**src/rcr_pkg.sv**
```systemverilog
/*
 * Constants for the rail control register bank: offsets, field positions,
 * reset values and operating-mode encodings.
 * Assumes a register access port of byte-wide data and 8-bit offsets.
 */
// Overview of operation
// RL1: Sleep-select 00 keeps normal code; 11 uses sleep code while assigned pin low.
// RL2: Software never writes 01 or 10 into a sleep-select field.
// RL3: Each rail follows exactly one sleep pin, fixed at the factory.
// RL4: Converter registers bits 3:2 are always written 11 and reset to 11.
// RL5: Linear regulator register bits 3:1 are always written 110.
// RL6: Enable bit at 0 turns the rail off whatever the control pins say.
// RL7: First converter mode bit 1 selects forced PWM; 0 is reserved.
// RL8: Second converter mode bit 0 is automatic, 1 is forced PWM.
// RL9: Bits 7:6 of every register are read-only zero and ignore writes.
package rcr_pkg;
    // ------------------------------------------------------------
    // Register offsets
    // ------------------------------------------------------------
    localparam logic [7:0] CONV_FIVE_CTRL_OFS = 8'h26;
    localparam logic [7:0] CONV_SIX_CTRL_OFS = 8'h27;
    localparam logic [7:0] LINREG_TWO_CTRL_OFS = 8'h28;
    // ------------------------------------------------------------
    // Field positions
    // ------------------------------------------------------------
    localparam int SLEEP_SEL_LSB = 4;
    localparam int MODE_BIT = 1;
    localparam int ENABLE_BIT = 0;
    // ------------------------------------------------------------
    // Reset values and masks
    // ------------------------------------------------------------
    localparam logic [7:0] CONV_CTRL_RST = 8'h0c;
    localparam logic [7:0] LINREG_CTRL_RST = 8'h0c;
    localparam logic [7:0] WRITABLE_MASK = 8'h3f;
    localparam logic [1:0] SLEEP_SEL_OFF = 2'h0;
    localparam logic [1:0] SLEEP_SEL_ON = 2'h3;
    localparam logic [7:0] RD_UNMAPPED = 8'h00;
    localparam int NUM_RAILS = 3;
    typedef enum logic {RCR_MODE_AUTO = 1'b0, RCR_MODE_PWM = 1'b1} rcr_mode_e;
endpackage

```
**src/rcr_top.sv**
```systemverilog
/*
 * Rail control register bank for two converters and one linear regulator.
 * Assumes a simple synchronous byte register port from the serial
 * control interface: one-cycle write strobe, read data one cycle later.
 */
`timescale 1ns/10ps
module rcr_top #(
    parameter logic [2:0] SLEEP_PIN_MAP = 3'h0 // Factory pin choice per rail
) (
    input wire logic core_clk, // Clock, 50 MHz
    input wire logic arst_n, // Async reset, active low
    input wire logic [7:0] reg_addr, // Register offset
    input wire logic [7:0] reg_wdata, // Write data
    input wire logic reg_wr, // Write strobe
    input wire logic reg_rd, // Read strobe
    output logic [7:0] reg_rdata, // Read data
    output logic reg_rvalid, // Read data valid
    input wire logic sleep_pin_a, // Sleep pin a
    input wire logic sleep_pin_b, // Sleep pin b
    input wire logic [2:0] control_input_pins, // Per-rail enable from pins
    output logic [2:0] rail_enable, // Rail on, index 0 conv five
    output logic [2:0] rail_sleep_code, // Sleep voltage code selected
    output logic conv_five_pwm, // Converter five forced PWM
    output logic conv_six_pwm // Converter six forced PWM
);
    // ------------------------------------------------------------
    // Register state
    // ------------------------------------------------------------
    logic [5:0] ctrl_ff [rcr_pkg::NUM_RAILS];
    logic [5:0] nxt_ctrl [rcr_pkg::NUM_RAILS];
    logic [7:0] rdata_ff;
    logic [7:0] nxt_rdata;
    logic rvalid_ff;
    logic nxt_rvalid;
    logic pwm5_ff;
    logic pwm6_ff;
    logic nxt_pwm5;
    logic nxt_pwm6;
    logic [1:0] wr_idx;
    logic wr_hit;
    logic [1:0] rd_idx;
    logic rd_hit;

    // ------------------------------------------------------------
    // Address decode
    // ------------------------------------------------------------
    always_comb begin
        wr_idx = 2'h0;
        wr_hit = 1'b0;
        if (reg_addr == rcr_pkg::CONV_FIVE_CTRL_OFS) begin
            wr_idx = 2'h0;
            wr_hit = 1'b1;
        end else if (reg_addr == rcr_pkg::CONV_SIX_CTRL_OFS) begin
            wr_idx = 2'h1;
            wr_hit = 1'b1;
        end else if (reg_addr == rcr_pkg::LINREG_TWO_CTRL_OFS) begin
            wr_idx = 2'h2;
            wr_hit = 1'b1;
        end
        rd_idx = wr_idx;
        rd_hit = wr_hit;
    end

    // ------------------------------------------------------------
    // Register next state
    // ------------------------------------------------------------
    always_comb begin
        for (int i = 0; i < rcr_pkg::NUM_RAILS; i++) begin
            nxt_ctrl[i] = ctrl_ff[i];
        end
        // Reserved bits are stored as written; software must keep them fixed
        if (reg_wr && wr_hit) begin
            nxt_ctrl[wr_idx] = reg_wdata[5:0]; // RL9
        end
        nxt_rdata = rdata_ff;
        if (reg_rd) begin
            nxt_rdata = rd_hit ? {2'h0, ctrl_ff[rd_idx]} : rcr_pkg::RD_UNMAPPED; // RL9
        end
        nxt_rvalid = reg_rd;
        // Mode 0 on converter five is reserved; hardware still treats 1 as PWM
        nxt_pwm5 = (ctrl_ff[0][rcr_pkg::MODE_BIT] == rcr_pkg::RCR_MODE_PWM); // RL7
        nxt_pwm6 = (ctrl_ff[1][rcr_pkg::MODE_BIT] == rcr_pkg::RCR_MODE_PWM); // RL8
    end

    always_ff @(posedge core_clk or negedge arst_n) begin
        if (!arst_n) begin
            ctrl_ff[0] <= rcr_pkg::CONV_CTRL_RST[5:0]; // RL4
            ctrl_ff[1] <= rcr_pkg::CONV_CTRL_RST[5:0]; // RL4
            ctrl_ff[2] <= rcr_pkg::LINREG_CTRL_RST[5:0]; // RL5
            rdata_ff <= 8'h00;
            rvalid_ff <= 1'b0;
            pwm5_ff <= 1'b0;
            pwm6_ff <= 1'b0;
        end else begin
            for (int i = 0; i < rcr_pkg::NUM_RAILS; i++) begin
                ctrl_ff[i] <= nxt_ctrl[i];
            end
            rdata_ff <= nxt_rdata;
            rvalid_ff <= nxt_rvalid;
            pwm5_ff <= nxt_pwm5;
            pwm6_ff <= nxt_pwm6;
        end
    end

    // ------------------------------------------------------------
    // Per-rail control
    // ------------------------------------------------------------
    for (genvar g = 0; g < rcr_pkg::NUM_RAILS; g++) begin : g_rail
        rcr_rail_ctl u_rail (
            .core_clk(core_clk),
            .arst_n(arst_n),
            .sleep_select(ctrl_ff[g][rcr_pkg::SLEEP_SEL_LSB +: 2]),
            .enable_bit(ctrl_ff[g][rcr_pkg::ENABLE_BIT]),
            .pin_select(SLEEP_PIN_MAP[g]),
            .sleep_pin_a(sleep_pin_a),
            .sleep_pin_b(sleep_pin_b),
            .ctl_request(control_input_pins[g]),
            .use_sleep_code(rail_sleep_code[g]),
            .rail_on(rail_enable[g])
        );
    end

    assign reg_rdata = rdata_ff;
    assign reg_rvalid = rvalid_ff;
    assign conv_five_pwm = pwm5_ff;
    assign conv_six_pwm = pwm6_ff;
endmodule // rcr_top

```
**src/rcr_rail_ctl.sv**
```systemverilog
/*
 * Per-rail control: picks normal or sleep voltage code and gates the rail.
 * Assumes the sleep pins and control pins are synchronous to core_clk.
 */
`timescale 1ns/10ps
module rcr_rail_ctl (
    input wire logic core_clk, // Clock
    input wire logic arst_n, // Async reset
    input wire logic [1:0] sleep_select, // Sleep-select field
    input wire logic enable_bit, // Software enable
    input wire logic pin_select, // Factory choice: 0 pin a, 1 pin b
    input wire logic sleep_pin_a, // Sleep pin a
    input wire logic sleep_pin_b, // Sleep pin b
    input wire logic ctl_request, // Combined control input pin request
    output logic use_sleep_code, // Sleep code in use
    output logic rail_on // Rail enabled
);
    logic use_sleep_ff;
    logic rail_on_ff;
    logic nxt_use_sleep;
    logic nxt_rail_on;
    logic pin_level;

    always_comb begin
        pin_level = pin_select ? sleep_pin_b : sleep_pin_a; // RL3
        // Reserved codes fall back to normal voltage as the safe choice
        nxt_use_sleep = (sleep_select == rcr_pkg::SLEEP_SEL_ON) && !pin_level; // RL1
        nxt_rail_on = enable_bit && ctl_request; // RL6
    end

    always_ff @(posedge core_clk or negedge arst_n) begin
        if (!arst_n) begin
            use_sleep_ff <= 1'b0;
            rail_on_ff <= 1'b0;
        end else begin
            use_sleep_ff <= nxt_use_sleep;
            rail_on_ff <= nxt_rail_on;
        end
    end

    assign use_sleep_code = use_sleep_ff;
    assign rail_on = rail_on_ff;
endmodule // rcr_rail_ctl

```
**config.mk**
```make
export PLATFORM = sky130hd
export DESIGN_NAME = rcr_top
export DESIGN_NICKNAME = d
export VERILOG_FILES = /design/src/rcr_pkg.sv /design/src/rcr_top.sv /design/src/rcr_rail_ctl.sv
export SDC_FILE = /design/constraint.sdc
export NUM_CORES = 1
export LEC_CHECK = 0
export ABC_AREA = 1
export BUFFER_PORTS_ARGS = -buffer_cell sky130_fd_sc_hd__buf_4
export CAP_MARGIN = 10
export CORE_UTILIZATION = 54
export CTS_CLUSTER_SIZE = 30
export DETAILED_ROUTE_END_ITERATION = 6
export GPL_ROUTABILITY_DRIVEN = 1
export PLACE_DENSITY = 0.86
export SLEW_MARGIN = 20
export SYNTH_ARGS = -nofsm -noshare
export SYNTH_HDL_FRONTEND = slang
export SYNTH_HIERARCHICAL = 1
export SYNTH_SLANG_ARGS = --single-unit
export TNS_END_PERCENT = 20
```
**constraint.sdc**
```tcl
create_clock -name core_clk -period 1.6 [get_ports core_clk]
set_clock_uncertainty 0.15 [all_clocks]
set_input_delay 0 -clock core_clk [delete_from_list [all_inputs] [get_ports core_clk]]
set_output_delay 0 -clock core_clk [all_outputs]
set_load 0.005 [all_outputs]
```
==> Word level (Yosys, flattened, before mapping) <==
Index checks and enable logic that the tools add are counted.
W data, S select, Z words.
{ "word_totals": {"inputBits": 25, "register_bits": 35, "ramBits": 0, "word_cells": 44, "romBits": 0, "latch_bits": 0, "mem_count": 0, "out_inout_bits": 17} }
{ "classes": {"mux": 13, "mul": 0, "magnitude_cmp": 2, "reduce_logical": 9, "shift": 0, "bitwise_logic": 1, "add_sub_neg": 0, "eq_ne": 6, "div_mod_pow": 0} }
{ "ops": {"columns": ["operator", "n"], "rows": [
  ["$eq A8 B6 Y1 const B", 3],
  ["$mux W6", 4],
  ["$bwmux W18", 1],
  ["$bmux W6 S2", 1],
  ["$demux W6 S2", 1],
  ["$logic_and A1 B1 Y1", 8],
  ["$eq A2 B2 Y1 const B", 3],
  ["$mux W2", 3],
  ["$ge A3 B3 Y1 const B", 1],
  ["$lt A3 B1 Y1 const B", 1],
  ["$mux W1", 3],
  ["$not A2 Y3", 1],
  ["$logic_not A1 Y1", 1]
]} }

==> Logic depth before layout (Yosys ltp) <==
Gate-level depths: netlist of the first run.
{ "depth": {"depth_word": 10, "depth_mapped": 9, "ltp_nobuf": 8} }

==> Modules after synthesis <==
The synthesis of the first run kept the hierarchy.
{ "by_module_without_submodules": {"columns": ["mod", "cells_each", "seq_area_each_um2", "n_inst", "area_per_inst_um2"], "rows": [
  ["rcr_top", 160, 683.2, 1, 1326.3],
  ["rcr_rail_ctl", 10, 50.0, 3, 82.6]
]} }

==> Worst setup path after synthesis of the first run <==
No wires, ideal clock.
{ "synth_path": {"path_type": "in2reg", "startpoint": "in reg_addr[6]", "endpoint": "reg ctrl_ff[11] (netlist bit)", "required_ns": 1.333, "arrival_ns": 0.760, "setup_time_ns": 0.117, "path_buffers": 2, "cell_stages": 8, "slack_ns": 0.573, "path_cell_list": "inv_1 nand2_1 nor2_4 buf_6 nand4_2 buf_6 nand2_1 o21ai_2"} }
{ "synth_via": {"elab_chain_cells": 10, "elab_cells_between_ends": 17, "cone_classes": "2 x order compare; 3 x eq/ne; 9 x mux; 1 x bitwise; 2 x reduce/logical"} }
{ "synth_rtl": {"columns": ["item", "line", "rtl"], "rows": [
  ["from (decl)", "rcr_top.sv:12", "input wire logic [7:0] reg_addr,"],
  ["$eq A8 B6 Y1", "rcr_top.sv:56", "end else if (reg_addr == rcr_pkg::LINREG_TWO_CTRL_OFS) begin"],
  ["$mux W2", "rcr_top.sv:56", null],
  ["$mux W2", "rcr_top.sv:53", "end else if (reg_addr == rcr_pkg::CONV_SIX_CTRL_OFS) begin"],
  ["$mux W2", "rcr_top.sv:50", "if (reg_addr == rcr_pkg::CONV_FIVE_CTRL_OFS) begin"],
  ["$not A2 Y3 (implied by the code)", "rcr_top.sv:73", "nxt_ctrl[wr_idx] = reg_wdata[5:0];"],
  ["$ge A3 B3 Y1 (implied by the code) / $lt A3 B1 Y1 (equally long branches)", "rcr_top.sv:73", null],
  ["$logic_and A1 B1 Y1 (implied by the code)", "rcr_top.sv:73", null],
  ["$mux W6 (implied by the code)", "rcr_top.sv:73", null],
  ["$demux W6 S2", "rcr_top.sv:73", null],
  ["$bwmux W18", "rcr_top.sv:73", null],
  ["to (signal, indexed assignment)", "rcr_top.sv:96", "ctrl_ff[i] <= nxt_ctrl[i];"],
  ["to (decl)", "rcr_top.sv:29", "logic [5:0] ctrl_ff [rcr_pkg::NUM_RAILS];"]
]} }
Several ways; a longest one is shown, not always the timed one.
A chain may end at the register's enable or synchronous reset.

==> Worst setup path after layout of the first run <==
{ "layout_path": {"startpoint": "in reg_addr[6]", "endpoint": "reg ctrl_ff[16] (netlist bit)"} }
The elaborated chain is that of the path after synthesis.

==> impl_metrics.env, run 1 <==
export IMPL_synth_top_area_share_pct=42.9
export IMPL_highest_layer="met4"
export IMPL_r2r_end="ctrl_ff[17]$_DFFE_PN0P_"
export IMPL_synth_seq_cells=33
export IMPL_clockPowerShare_pct=29.9
export IMPL_htreeDepth=2
export IMPL_start_util_pct=57.1
export IMPL_synth_area_per_cell_um2=8.28
export IMPL_synth_flop_cell="dfrtp_1"
export IMPL_drtPass1Iterations=4
export IMPL_holdWs_ps=-36.0
export IMPL_die_area_um2=3130
export IMPL_period_minus_slack_ps=1510
export IMPL_numPortBuffers=37
export IMPL_place_inst=260
export IMPL_path_max_fanout=7
export IMPL_dp_slack_ps=222
export IMPL_p_int_w=0.00120
export IMPL_netlist_area_um2=1570
export IMPL_synth_edf_count=0
export IMPL_fin_crit_sh_pct=94.5
export IMPL_dr_wl_met2_um=1920
export IMPL_comb_power_share_pct=13.8
export IMPL_dieHeight_um=56.0
export IMPL_worstPathCellList="buf_4 -> inv_1 -> nand2_1 -> nor2_4 -> buf_4 -> nand3_4 -> nor2_4 -> nand2_1 -> dlygate4sd3_1 -> nand2_1"
export IMPL_cts_buffers=5
export IMPL_clockBufferDepth=2
export IMPL_num_rows=19
export IMPL_synth_distinct_cells=19
export IMPL_path_clk_slew_ps=90
export IMPL_power_density_nw_per_um2=728
export IMPL_r2r_slack_ps=240
export IMPL_outcome="finished with violations"
export IMPL_cp_start_kind="input pin"
export IMPL_hpwlAfterDp_um=2230
export IMPL_n_antenna_cell=0
export IMPL_area_growth_pct=39.0
export IMPL_drc=0
export IMPL_p_sw_share_pct=24.4
export IMPL_setup_violations=0
export IMPL_crit_required_ps=1710
export IMPL_gp_congestion=0.756
export IMPL_synth_common_cells="70 x nand2_1, 27 x dfrtp_1, 19 x inv_1"
export IMPL_worstSetupPathType="in -> reg"
export IMPL_cts_sinks=33
export IMPL_end_kind="flop"
export IMPL_grt_pass1_wl_um=5800
export IMPL_wirelength_met1_um=1490
export IMPL_insertion_delay_ps=320
export IMPL_critPathArrivalTime_ps=1620
export IMPL_fin_nets=285
export IMPL_yosysWarnings=6
export IMPL_first_iter_violations=51
export IMPL_peakVddDrop_v=0.000786
export IMPL_setup_slack_ps=88.7
export IMPL_syn_inst=190
export IMPL_track_usage_pct=24.1
export IMPL_r2r_cells=3
export IMPL_slowest_stage="dlygate4sd3_1"
export IMPL_die_x_um=56.0
export IMPL_slew_violations=0
export IMPL_power_switching_w=0.000388
export IMPL_drt_total_wl_um=3610
export IMPL_vias=1444
export IMPL_drv_cap=0
export IMPL_drive_above_1_share_pct=28.7
export IMPL_overflow=0
export IMPL_cp_top_family="buffers and inverters"
export IMPL_yosysSeqAreaShare_pct=52.9
export IMPL_grt_max_degree=27
export IMPL_grt_pass1_vias=1352
export IMPL_ant_nets=0
export IMPL_pin_count=42
export IMPL_met3_length_um=173
export IMPL_cts_tree="done"
export IMPL_hold_violations=18
export IMPL_path_buf_inv=4
export IMPL_wl_per_cell_um=12.3
export IMPL_cts_root_buffer="clkbuf_4"
export IMPL_p_seq_share_pct=56.3
export IMPL_timing_rr_start="ctrl_ff[17]$_DFFE_PN0P_"
export IMPL_cellLeakagePower_nw=1.24
export IMPL_synthTopCellsByArea="dfrtp_1 43%, nand2_1 17%, dfstp_2 10%, inv_1 4.5%, nand3_1 4.5%"
export IMPL_fin_cells=292
export IMPL_hp_class="in -> async"
export IMPL_viasPerCell=4.95
export IMPL_yosysTopAreaCell="dfrtp_1"
export IMPL_fmax_mhz=662
export IMPL_antenna_found_initial=0
export IMPL_violations="hold timing"
export IMPL_yosysMostFrequentCell="nand2_1"
export IMPL_cp_common_cell="nand2_1"
export IMPL_max_stage_delay_ps=550
export IMPL_core_area_um2=2760
export IMPL_async_flop_share_pct=100
## cell families (layout without fill, tap and decap cells)
family	Yosys count	count (layout)	synth area share (%)
other cells	1	8	0.238
buf+inv	26	90	7.79
flops	33	33	52.9
compound gates	18	18	7.15
simple gates	112	112	31.9
## power by group through the flow
stage               sequential (W)  clock [W]  combinational [W]
finish                    0.000896   0.000476           0.000219
global route              0.000898   0.000519           0.000245
CTS                       0.000894   0.000482           0.000209
detailed placement        0.000910          0           0.000169
global placement          0.000908          0           0.000165
floorplan                 0.000905          0          0.0000820
## state kept, by name, summed over array words and instances, names as in the netlist
signal / flops
ctrl_ff: 18
conv_six_pwm: 1
g_rail.u_rail/use_sleep_code: 3
reg_rdata: 6
conv_five_pwm: 1
g_rail.u_rail/rail_on: 3
reg_rvalid: 1
## cells in the final DEF (no fill, tap or decap)
master	instances
buf_6	1
clkbuf_1	2
nand3_1	14
dfstp_2	6
nand2_2	3
nand3_2	1
nor2_1	14
dlygate4sd3_1	18
nand3_4	1
nand4_2	1
o21ai_2	6
clkbuf_4	5
buf_4	41
dfrtp_1	27
nor2_2	4
nand2_1	70
dlymetal6s4s_1	2
inv_1	19
conb_1	8
o21ai_0	6
nor2_4	3
inv_2	1
nand2_4	1
o21ai_1	6
clkbuf_8	1
## how the worst max path moves through the flow
| stage | start | endpoint | slack [ps] | depth (start not counted) |
|---|---|---|---|---|
| floorplan | reg_addr[6] | ctrl_ff[11]$_DFFE_PN0P_ | 570 | 8 |
| global placement | reg_addr[6] | ctrl_ff[10]$_DFFE_PN0P_ | 260 | 7 |
| detailed placement | reg_addr[6] | ctrl_ff[10]$_DFFE_PN0P_ | 220 | 7 |
| CTS | reg_wr | ctrl_ff[14]$_DFFE_PN1P_ | 30 | 7 |
| global route | reg_addr[3] | ctrl_ff[17]$_DFFE_PN0P_ | -20 | 10 |
| finish | reg_addr[6] | ctrl_ff[16]$_DFFE_PN0P_ | 90 | 10 |
## what timing repair did
| action | 4_1_cts | 5_1_grt |
|---|---|---|
| setup buffers | 0 | 4 |
| hold buffers | 20 | 1 |
| resized for setup | 0 | 5 |
| hold endpoints to repair | 64 | 1 |
| setup endpoints to repair | 0 | 6 |
## through the flow
stage	total power (W)	hold slack, ps	util, %	setup TNS [ps]	cell area [µm²]
6_report	0.00159	-36.0	79.3	0	2190
5_1_grt	0.00166	-7.32	79.3	-23.5	2190
4_1_cts	0.00159	-31.6	77.5	0	2140
3_5_place_dp	0.00108	-194	68.1	0	1880
3_3_place_gp	0.00107	-199	68.1	0	1880
2_1_floorplan	0.000987	-446	-	0	1600
## worst reg2reg max path, cell delays in order, from the launching register on
cell and delay (ps):
dfrtp_1 420, o21ai_0 80, nand2_1 60, dlygate4sd3_1 550
## layer usage
layer / global-route usage (%) / vias up
met5: 0 / -
met4: 6.62 / 0
met3: 5.12 / 4
met2: 41.2 / 47
met1: 31.2 / 674
li1: - / 719
## layout make-up
cell class              instances  area [µm²]
flip-flops and latches         33         833
well taps                      31        38.8
clock buffers                   8        58.8
repair buffers                 62         524
inverters                      20        75.1
multi-input cells             138         657
fillers                       191         571
(Power assumes the default switching activity.)
==> inputs of run 2 (changes only) <==
--- a/config.mk
+++ b/config.mk
@@ -8,11 +8,14 @@
 export ABC_AREA = 1
 export BUFFER_PORTS_ARGS = -buffer_cell sky130_fd_sc_hd__buf_4
 export CAP_MARGIN = 10
-export CORE_UTILIZATION = 54
+export CELL_PAD_IN_SITES_DETAIL_PLACEMENT = 0
+export CELL_PAD_IN_SITES_GLOBAL_PLACEMENT = 1
+export CORE_UTILIZATION = 40
 export CTS_CLUSTER_SIZE = 30
 export DETAILED_ROUTE_END_ITERATION = 6
 export GPL_ROUTABILITY_DRIVEN = 1
-export PLACE_DENSITY = 0.86
+export PLACE_DENSITY = 0.87
+export REMOVE_ABC_BUFFERS = 1
 export SLEW_MARGIN = 20
 export SYNTH_ARGS = -nofsm -noshare
 export SYNTH_HDL_FRONTEND = slang
==> constraint.sdc (replaced) <==
create_clock -name core_clk -period 1.6 [get_ports core_clk]
set_clock_uncertainty 0.15 [all_clocks]
set_input_delay 0 -clock core_clk [delete_from_list [all_inputs] [get_ports core_clk]]
set_output_delay 0 -clock core_clk [all_outputs]
set_load 0.05 [all_outputs]
==> run 2 against run 1 <==
- the flow now finishes without violations
- die area is 34% higher
- sequential power is essentially flat
- sequential cell count unchanged
- critical endpoint is now ctrl_ff[4]$_DFFE_PN0P_
- highest routed layer unchanged
==> impl_metrics.env, run 2 (synthesized netlist as in run 1, its figures left out) <==
export IMPL_outcome="finished, final reports clean"
export IMPL_slew_violations=0
export IMPL_hold_violations=0
export IMPL_htreeDepth=2
export IMPL_grt_pass1_wl_um=5450
export IMPL_numPortBuffers=37
export IMPL_power_density_nw_per_um2=938
export IMPL_path_max_fanout=12
export IMPL_antenna_found_initial=0
export IMPL_hpwlAfterDp_um=2190
export IMPL_peakVddDrop_v=0.000469
export IMPL_gp_congestion=0.773
export IMPL_setup_violations=0
export IMPL_pin_count=42
export IMPL_fmax_mhz=945
export IMPL_insertion_delay_ps=280
export IMPL_cp_start_kind="input pin"
export IMPL_grt_max_degree=34
export IMPL_worstSetupPathType="in -> reg"
export IMPL_start_util_pct=42.4
export IMPL_cts_hold_buf=13
export IMPL_path_clk_slew_ps=70
export IMPL_regMostFlops="ctrl_ff"
export IMPL_n_antenna_cell=0
export IMPL_cts_buffers=5
export IMPL_grt_pass1_vias=1321
export IMPL_vias=1339
export IMPL_core_area_um2=3720
export IMPL_overflow=0
export IMPL_cts_root_buffer="clkbuf_8"
export IMPL_final_common_cell="nand2_1"
export IMPL_postCtsSetupBuffers=0
export IMPL_largest_register_ffs=18
export IMPL_ant_nets=0
export IMPL_drv_cap=0
export IMPL_drc=0
export IMPL_hp_class="in -> async"
export IMPL_drt_total_wl_um=2950
export IMPL_area_growth_pct=38.3
export IMPL_design_area_um2=2180
export IMPL_drtPass1Iterations=4
export IMPL_drive_above_1_share_pct=29.8
export IMPL_end_kind="flop"
export IMPL_crit_required_ps=1610
export IMPL_wl_per_cell_um=9.83
export IMPL_timing_rr_start="ctrl_ff[8]$_DFFE_PN1P_"
export IMPL_cellLeakagePower_nw=1.20
export IMPL_placed_area_um2=1910
export IMPL_track_usage_pct=16.9
export IMPL_final_cell_mix="70 x nand2_1, 40 x buf_4, 27 x dfrtp_1"
export IMPL_viasPerCell=4.46
export IMPL_die_area_um2=4190
export IMPL_die_x_um=64.7
export IMPL_fin_crit_sh_pct=66.2
export IMPL_tns_ps=0
export IMPL_rsz0062_at_grt="no"
export IMPL_first_iter_violations=58
export IMPL_dieHeight_um=64.7
export IMPL_r2r_slack_ps=580
export IMPL_period_minus_slack_ps=1060
export IMPL_cts_tree="done"
export IMPL_critPathArrivalTime_ps=1070
export IMPL_clockBufferDepth=2
export IMPL_num_rows=22
export IMPL_r2r_cells=4
export IMPL_fin_nets=276
export IMPL_cts_sinks=33
export IMPL_r2r_end="reg_rdata[2]$_DFFE_PN0P_"
export IMPL_cts_resized=0
-- run 2: cell count changes in the layout (fill, tap and decap cells not counted), sizes merged --
cell and delta:
dlymetal6s4s -2, bufinv +2, clkbuf -3, clkinv +1
dlygate4sd3 -5, buf -2
-- run 2: through the flow --
step / power (W) / std cells / setup slack, ps / hold slack, ps / utilization, %
after floorplan: 0.00102 / 191 / 468 / -446 / -
after global placement: 0.00111 / 279 / 276 / -190 / 51.5
after detailed placement: 0.00112 / 279 / 256 / -189 / 51.5
after CTS: 0.00206 / 300 / 545 / 47.5 / 58.6
after global routing: 0.00213 / 300 / 421 / 80.5 / 58.6
final: 0.00204 / 300 / 541 / 48.9 / 58.6
-- run 2: worst max-delay path by stage --
stage                      from                       to  slack (ps)  cells past startpoint
global route        reg_addr[7]  ctrl_ff[13]$_DFFE_PN0P_         420                      9
detailed placement  reg_addr[6]  ctrl_ff[13]$_DFFE_PN0P_         260                      9
CTS                      reg_wr   ctrl_ff[4]$_DFFE_PN0P_         550                      5
floorplan           reg_addr[6]  ctrl_ff[10]$_DFFE_PN0P_         470                      6
finish                   reg_wr   ctrl_ff[4]$_DFFE_PN0P_         540                      5
global placement    reg_addr[6]  ctrl_ff[16]$_DFFE_PN0P_         280                      9
-- run 2: cell type report --
cell class / instances / area [µm²]
inverter: 20 / 75.1
sequential: 33 / 833
tap: 48 / 60.1
multi-input combinational: 138 / 644
clock buffer: 5 / 68.8
clock inverter: 3 / 65.1
timing repair buffer: 53 / 430
fill: 355 / 1540
-- run 2: worst max-delay path: stages --
cell           delay (ps)
dlygate4sd3_1         530
buf_4                 130
nand3_2               220
nand2_1               130
o21ai_1                60
-- run 2: where the power goes --
group / switching [W] / internal (W) / total [W]
Clock: 0.000296 / 0.000618 / 0.000915
Sequential: 0.0000192 / 0.000875 / 0.000894
Combinational: 0.000135 / 0.0000977 / 0.000233
Total: 0.000451 / 0.00159 / 0.00204
-- run 2: metal layers --
metal | global-route usage [%] | share of wire [%] | vias up
met3 | 3.70 | 4.2 | 7
met4 | 6.67 | 1.8 | 0
met1 | 20.9 | 48 | 587
met2 | 28.4 | 46 | 38
met5 | 0 | 0 | -
li1 | - | - | 707
